## config.mk

```make
export PLATFORM = sky130hd
export DESIGN_NAME = pps_status_bank
export DESIGN_NICKNAME = d
export VERILOG_FILES = /design/src/include/pps_pkg.sv /design/src/core/pps_port_status.sv /design/src/core/pps_status_bank.sv
export VERILOG_INCLUDE_DIRS = /design/src /design/src/include
export SDC_FILE = /design/constraint.sdc
export NUM_CORES = 1
export LEC_CHECK = 0
export BUFFER_PORTS_ARGS = -buffer_cell sky130_fd_sc_hd__buf_2
export CAP_MARGIN = 20
export CORE_MARGIN = 2
export CORE_UTILIZATION = 35
export DETAILED_ROUTE_END_ITERATION = 16
export GPL_TIMING_DRIVEN = 0
export PLACE_DENSITY = 0.55
export RECOVER_POWER = 50
export REMOVE_ABC_BUFFERS = 1
export SLEW_MARGIN = 10
export SYNTH_ARGS = -nofsm -noshare
export SYNTH_HDL_FRONTEND = slang
export SYNTH_HIERARCHICAL = 1
export SYNTH_SLANG_ARGS = --single-unit
export TNS_END_PERCENT = 30
```

## constraint.sdc

```tcl
create_clock -name core_clk -period 2.4 [get_ports core_clk]
set_clock_uncertainty 0.2 [all_clocks]
set_input_delay 0.6 -clock core_clk [delete_from_list [all_inputs] [get_ports core_clk]]
set_output_delay 0.6 -clock core_clk [all_outputs]
set_load 0.02 [all_outputs]
```

## src/include/pps_defs.svh

```systemverilog
`ifndef PPS_DEFS_SVH
`define PPS_DEFS_SVH

// register addresses on the management port
`define PPS_ADDR_P1_CTRL13 8'h1D
`define PPS_ADDR_P1_STAT0 8'h1E
`define PPS_ADDR_P1_STAT1 8'h1F
`define PPS_ADDR_P2_CTRL13 8'h2D
`define PPS_ADDR_P2_STAT0 8'h2E
`define PPS_ADDR_P2_STAT1 8'h2F
`define PPS_ADDR_P3_STAT0 8'h3E
`define PPS_ADDR_P3_STAT1 8'h3F

// control-13 fields
`define PPS_C13_LOOPBACK_BIT 0
`define PPS_C13_RESET 8'h00

// status-0 fields
`define PPS_S0_XOVER_BIT 7
`define PPS_S0_NEG_DONE_BIT 6
`define PPS_S0_LINK_GOOD_BIT 5
`define PPS_S0_PAUSE_BIT 4
`define PPS_S0_ABIL_HI 3
`define PPS_S0_ABIL_LO 0

// status-1 fields
`define PPS_S1_XSEL_BIT 7
`define PPS_S1_RSVD_BIT 6
`define PPS_S1_POLRV_BIT 5
`define PPS_S1_TXFC_BIT 4
`define PPS_S1_RXFC_BIT 3
`define PPS_S1_SPEED_BIT 2
`define PPS_S1_DUPLEX_BIT 1
`define PPS_S1_FEF_BIT 0
`define PPS_S1_XSEL_RESET 1'b1

`endif

```

## src/include/pps_pkg.sv

```systemverilog
package pps_pkg;

    // live state of one port as reported by its phy and mac
    typedef struct packed {
        logic crossover_active;
        logic negotiation_complete;
        logic link_good;
        logic partner_pause;
        logic [3:0] partner_abilities;
        logic polarity_reversed;
        logic tx_pause_active;
        logic rx_pause_active;
        logic speed_100;
        logic full_duplex;
        logic far_end_fault;
    } pps_port_state_s;

    // one serial line pair seen at core level
    typedef struct packed {
        logic data;
        logic valid;
    } pps_line_s;

endpackage

```

## src/core/pps_port_status.sv

```systemverilog
`timescale 1ns/1ps
`default_nettype none
`include "pps_defs.svh"

module pps_port_status #(
    parameter bit IS_PHY = 1'b1,
    parameter bit IS_FIBRE = 1'b0
) (
    // clock and reset
    input wire logic core_clk,
    input wire logic rst_n,
    // live state, already synchronised
    input wire pps_pkg::pps_port_state_s state,
    // selector write
    input wire logic xsel_we,
    input wire logic xsel_wdata,
    // register images
    output logic [7:0] stat0,
    output logic [7:0] stat1,
    output logic crossover_scheme_select
);
    import pps_pkg::*;

    logic xsel_reg;

    always_ff @(posedge core_clk) begin
        if (!rst_n) begin
            xsel_reg <= `PPS_S1_XSEL_RESET;
        end else if (xsel_we && IS_PHY) begin
            xsel_reg <= xsel_wdata;
        end
    end

    // images are pure wiring of the synchronised state and the selector register, so reads never latch or clear
    always_comb begin
        stat0 = 8'h00;
        stat1 = 8'h00;
        if (IS_PHY) begin
            stat0[`PPS_S0_XOVER_BIT] = state.crossover_active;
            stat0[`PPS_S0_NEG_DONE_BIT] = state.negotiation_complete;
            stat0[`PPS_S0_LINK_GOOD_BIT] = state.link_good;
            stat0[`PPS_S0_PAUSE_BIT] = state.partner_pause;
            stat0[`PPS_S0_ABIL_HI:`PPS_S0_ABIL_LO] = state.partner_abilities;
            stat1[`PPS_S1_XSEL_BIT] = xsel_reg;
            stat1[`PPS_S1_POLRV_BIT] = state.polarity_reversed;
        end
        stat1[`PPS_S1_RSVD_BIT] = 1'b0;
        stat1[`PPS_S1_TXFC_BIT] = state.tx_pause_active;
        stat1[`PPS_S1_RXFC_BIT] = state.rx_pause_active;
        stat1[`PPS_S1_SPEED_BIT] = state.speed_100;
        stat1[`PPS_S1_DUPLEX_BIT] = state.full_duplex;
        stat1[`PPS_S1_FEF_BIT] = IS_FIBRE & state.far_end_fault;
    end

    assign crossover_scheme_select = IS_PHY ? xsel_reg : 1'b0;

endmodule
`default_nettype wire

```

## src/core/pps_status_bank.sv

```systemverilog
// Function
// - control-13 bit 0 set enables port loopback; clear returns normal operation.
// - port 1 loopback returns port 2 receive pair data on port 2 transmit pair.
// - port 2 loopback returns port 1 receive pair data on port 1 transmit pair.
// - status-0 read-only at 0x1E and 0x2E; 0x3E reserved, no status.
// - status-0 bit 6 shows negotiation complete; resets to zero.
// - status-0 bit 4 shows partner advertised pause ability.
// - status-0 bits 3..0: partner 100 full, 100 half, 10 full, 10 half.
// - status-1 readable for all three ports at 0x1F, 0x2F, 0x3F.
// - status-1 bit 7 writable crossover selector on ports 1 and 2, resets to one; port 3 reads zero.
// - status-1 bit 6 reserved, reads zero, software leaves it alone.
// - status-1 bit 5 shows reversed receive polarity on ports 1 and 2; port 3 reads zero.
// - status-1 bit 4 shows transmit pause active.
// - status-1 bit 3 shows receive pause active.
// - status-1 bit 2 shows speed: one 100 Mbit, zero 10 Mbit.
// - status-1 bit 1 shows duplex: one full, zero half.
// - status-1 bit 0 far-end fault, port 1 only, else zero.
`timescale 1ns/1ps
`default_nettype none
`include "pps_defs.svh"

module pps_status_bank (
    // clock and reset
    input wire logic core_clk,
    input wire logic rst_n,
    // management register port
    input wire logic [7:0] reg_addr,
    input wire logic reg_wr,
    input wire logic reg_rd,
    input wire logic [7:0] reg_wdata,
    output logic [7:0] reg_rdata,
    output logic reg_hit,
    // live port state from the phys and macs, asynchronous to core_clk
    input wire pps_pkg::pps_port_state_s port1_state,
    input wire pps_pkg::pps_port_state_s port2_state,
    input wire pps_pkg::pps_port_state_s port3_state,
    // line pairs, recovered data at the pma
    input wire pps_pkg::pps_line_s port_one_line_receive_pair,
    input wire pps_pkg::pps_line_s port_two_line_receive_pair,
    input wire pps_pkg::pps_line_s port_one_mac_transmit,
    input wire pps_pkg::pps_line_s port_two_mac_transmit,
    output pps_pkg::pps_line_s port_one_line_transmit_pair,
    output pps_pkg::pps_line_s port_two_line_transmit_pair,
    // phy control outputs
    output logic port1_loopback,
    output logic port2_loopback,
    output logic [1:0] crossover_scheme_select
);
    import pps_pkg::*;

    localparam int SW = $bits(pps_port_state_s);

    logic [SW-1:0] p1_meta, p1_sync;
    logic [SW-1:0] p2_meta, p2_sync;
    logic [SW-1:0] p3_meta, p3_sync;
    logic [7:0] p1_c13_reg, p2_c13_reg;
    logic [7:0] p1_s0, p1_s1, p2_s0, p2_s1, p3_s0, p3_s1;
    logic [7:0] rdata_next;
    logic hit_next;
    logic xsel_we1, xsel_we2, xsel_we3;

    // two-stage synchronisers for the phy state
    always_ff @(posedge core_clk) begin
        if (!rst_n) begin
            p1_meta <= '0;
            p1_sync <= '0;
            p2_meta <= '0;
            p2_sync <= '0;
            p3_meta <= '0;
            p3_sync <= '0;
        end else begin
            p1_meta <= port1_state;
            p1_sync <= p1_meta;
            p2_meta <= port2_state;
            p2_sync <= p2_meta;
            p3_meta <= port3_state;
            p3_sync <= p3_meta;
        end
    end

    // control-13 of ports 1 and 2; only the loopback bit is held here
    always_ff @(posedge core_clk) begin
        if (!rst_n) begin
            p1_c13_reg <= `PPS_C13_RESET;
            p2_c13_reg <= `PPS_C13_RESET;
        end else if (reg_wr) begin
            if (reg_addr == `PPS_ADDR_P1_CTRL13) begin
                p1_c13_reg[`PPS_C13_LOOPBACK_BIT] <= reg_wdata[`PPS_C13_LOOPBACK_BIT];
            end else if (reg_addr == `PPS_ADDR_P2_CTRL13) begin
                p2_c13_reg[`PPS_C13_LOOPBACK_BIT] <= reg_wdata[`PPS_C13_LOOPBACK_BIT];
            end
        end
    end

    assign port1_loopback = p1_c13_reg[`PPS_C13_LOOPBACK_BIT];
    assign port2_loopback = p2_c13_reg[`PPS_C13_LOOPBACK_BIT];

    // only bit 7 of status-1 of ports 1 and 2 is writable; bit 6, the status bits and port 3 ignore writes
    assign xsel_we1 = reg_wr && (reg_addr == `PPS_ADDR_P1_STAT1);
    assign xsel_we2 = reg_wr && (reg_addr == `PPS_ADDR_P2_STAT1);
    assign xsel_we3 = reg_wr && (reg_addr == `PPS_ADDR_P3_STAT1);

    pps_port_status #(
        .IS_PHY(1'b1),
        .IS_FIBRE(1'b1)
    ) u_port1 (
        .core_clk(core_clk),
        .rst_n(rst_n),
        .state(pps_port_state_s'(p1_sync)),
        .xsel_we(xsel_we1),
        .xsel_wdata(reg_wdata[`PPS_S1_XSEL_BIT]),
        .stat0(p1_s0),
        .stat1(p1_s1),
        .crossover_scheme_select(crossover_scheme_select[0])
    );

    pps_port_status #(
        .IS_PHY(1'b1),
        .IS_FIBRE(1'b0)
    ) u_port2 (
        .core_clk(core_clk),
        .rst_n(rst_n),
        .state(pps_port_state_s'(p2_sync)),
        .xsel_we(xsel_we2),
        .xsel_wdata(reg_wdata[`PPS_S1_XSEL_BIT]),
        .stat0(p2_s0),
        .stat1(p2_s1),
        .crossover_scheme_select(crossover_scheme_select[1])
    );

    // port 3 is the mii port: no phy, no fibre
    pps_port_status #(
        .IS_PHY(1'b0),
        .IS_FIBRE(1'b0)
    ) u_port3 (
        .core_clk(core_clk),
        .rst_n(rst_n),
        .state(pps_port_state_s'(p3_sync)),
        .xsel_we(xsel_we3),
        .xsel_wdata(reg_wdata[`PPS_S1_XSEL_BIT]),
        .stat0(p3_s0),
        .stat1(p3_s1),
        .crossover_scheme_select()
    );

    // read decode; port 3 status-0 decodes as a hit and reads zero
    always_comb begin
        rdata_next = 8'h00;
        hit_next = 1'b1;
        if (reg_addr == `PPS_ADDR_P1_CTRL13) begin
            rdata_next = p1_c13_reg;
        end else if (reg_addr == `PPS_ADDR_P2_CTRL13) begin
            rdata_next = p2_c13_reg;
        end else if (reg_addr == `PPS_ADDR_P1_STAT0) begin
            rdata_next = p1_s0;
        end else if (reg_addr == `PPS_ADDR_P2_STAT0) begin
            rdata_next = p2_s0;
        end else if (reg_addr == `PPS_ADDR_P1_STAT1) begin
            rdata_next = p1_s1;
        end else if (reg_addr == `PPS_ADDR_P2_STAT1) begin
            rdata_next = p2_s1;
        end else if (reg_addr == `PPS_ADDR_P3_STAT1) begin
            rdata_next = p3_s1;
        end else if (reg_addr == `PPS_ADDR_P3_STAT0) begin
            rdata_next = 8'h00;
        end else begin
            hit_next = 1'b0;
        end
    end

    // read data registered; a read has no side effect on any status bit
    always_ff @(posedge core_clk) begin
        if (!rst_n) begin
            reg_rdata <= 8'h00;
            reg_hit <= 1'b0;
        end else if (reg_rd) begin
            reg_rdata <= rdata_next;
            reg_hit <= hit_next;
        end
    end

    // loopback at the pma: one port's phy turns the other port's receive data around
    always_ff @(posedge core_clk) begin
        if (!rst_n) begin
            port_one_line_transmit_pair <= '0;
            port_two_line_transmit_pair <= '0;
        end else begin
            if (port1_loopback) begin
                port_two_line_transmit_pair <= port_two_line_receive_pair;
            end else begin
                port_two_line_transmit_pair <= port_two_mac_transmit;
            end
            if (port2_loopback) begin
                port_one_line_transmit_pair <= port_one_line_receive_pair;
            end else begin
                port_one_line_transmit_pair <= port_one_mac_transmit;
            end
        end
    end

endmodule
`default_nettype wire

```

==> reports/qor.yml <==
clock_tree:
  cts_resized: 0
  clock_sinks: 79
  cts_buffers: 9
  cts-root-buf: "clkbuf_8"
  cts_setup_buffers: 0
  cts_tree: "done"
  htreeDepth: 3
  cts_max_path_buffers: 2
  cts_hold_buf: 0
  insertion_delay_ps: 340
  path_clk_slew_ps: 80
detailed_routing:
  drcViolationCount: 0
  finalWirelength_um: 5830
  viasPerCell: 4.62
  drt-pass1-iter-count: 4
  wl_per_cell_um: 13.0
  drt_first_iter_violations: 124
  via_count: 2071
  drtAntennaViolNets: 0
placed_design:
  placed_cells_incl_taps: 433
  dpl_cell_area_um2: 3280
  port_buffers: 69
  hpwlAfterDp_um: 3930
  gp_congestion: 0.839
layout:
  finalInstanceArea_um2: 3480
  instances_no_fill: 448
  drive_gt1_share_pct: 26.8
  final_nets: 406
  num_antenna_cells: 0
  final_common_cell: "dfxtp_1"
  largestRegisters: "p1_meta (14), p1_sync (14)"
  fin_util_pct: 39.9
  layout_common_cells: "dfxtp_1 (79), buf_2 (69), and2_1 (61)"
  syn2layout_area_growth_pct: 10.0
min_path:
  worstHoldStart: "p1_meta[5]$_SDFF_PN0_"
  hold_path.class: "reg2reg"
sta:
  max_slew_margin_pct: 46.8
  max_freq_mhz: 479
  finalCritPeriodShare_pct: 87.1
  timing.hold.ws_ps: 231
  worst_pin_slew_ps: 796
  setup_viol: 0
  rsz0062_at_grt: "no"
  hold_violations: 0
  finalMaxSlewViolations: 0
  finalCriticalPeriod_ps: 2090
logic_synthesis:
  synthCells: 308
  synth_area_per_cell_um2: 10.3
  yosysWarningCount: 6
  netlist_area_um2: 3160
floorplanning:
  die-area_um2: 9800
  boundaryPins: 87
  dieHeight_um: 99.0
  rows: 34
  start_util_pct: 36.2
  core_area_um2: 8720
  die_x_um: 99.0
global_routing:
  antenna_found_initial: 0
  overflow: 0
  grt_max_degree: 68
  grt_pass1_vias: 2049
  grt_pass1_wl_um: 9720
  track_usage_pct: 12.6
critical_path:
  critPathLaunchType: "input port"
  worstReg2RegStart: "p2_sync[2]$_SDFF_PN0_"
  cp_max_fo: 15
  cp.required_ps: 2450
  critPathKind: "in2reg"
  critical_path.startpoint: "reg_addr[4]"
  endpoint_kind: "register"
  crit_arrival_ps: 2140
power_and_ir_drop:
  ir_worst_vdd_uv: 382
  leakage_nw: 1.50
  cellPowerDensity_nw_per_um2: 725
run_status:
  status: "completed"
run:
  cap_violations: 0
[cell type report]
type | count | area [um2]
Fill cell | 871 | 5250
Sequential cell | 79 | 1580
Multi-Input combinational cell | 175 | 1210
Timing Repair Buffer | 69 | 345
Clock buffer | 10 | 138
Tap cell | 108 | 135
Clock inverter | 5 | 57.6
Inverter | 2 | 7.51
[worst paths after layout]
kind / endpoint / slack (ps) / cells past startpoint
setup reg to reg: reg_rdata[2]$_SDFFE_PN0P_ / 1070 / 4
hold reg to reg: p1_sync[5]$_SDFF_PN0_ / 230 / 1
hold / removal: p1_sync[5]$_SDFF_PN0_ / 230 / 1
setup / recovery: reg_rdata[3]$_SDFFE_PN0P_ / 310 / 5
[metal layers]
metal	vias to the layer above	part of all wire [%]	GRT usage [%]
met5	-	0	0
met4	0	1.6	5.69
met3	11	7.5	4.11
met2	61	46	20.1
met1	942	45	15.5
li1	1057	-	-
[critical path: stages]
cell and delay [ps]:
buf_2 250, nor2b_1 690, a21oi_1 80, o221a_1 270, a311oi_1 240
[report_power, final]
group          switching (mW)  leakage [nW]  total, mW  internal, mW
clock network           0.460         0.103      0.965         0.505
logic                  0.0934         0.746      0.179        0.0859
registers              0.0121         0.651       1.38          1.36
[metrics by stage]
step	power, mW	TNS (ps)	worst slack, ps
6_report	2.52	0	311
5_1_grt	2.64	0	74.3
4_1_cts	2.57	0	287
3_5_place_dp	1.59	-478	-86.9
3_3_place_gp	1.59	-201	-35.6
2_1_floorplan	1.50	0	419
Power figures use the tool's default switching activity.
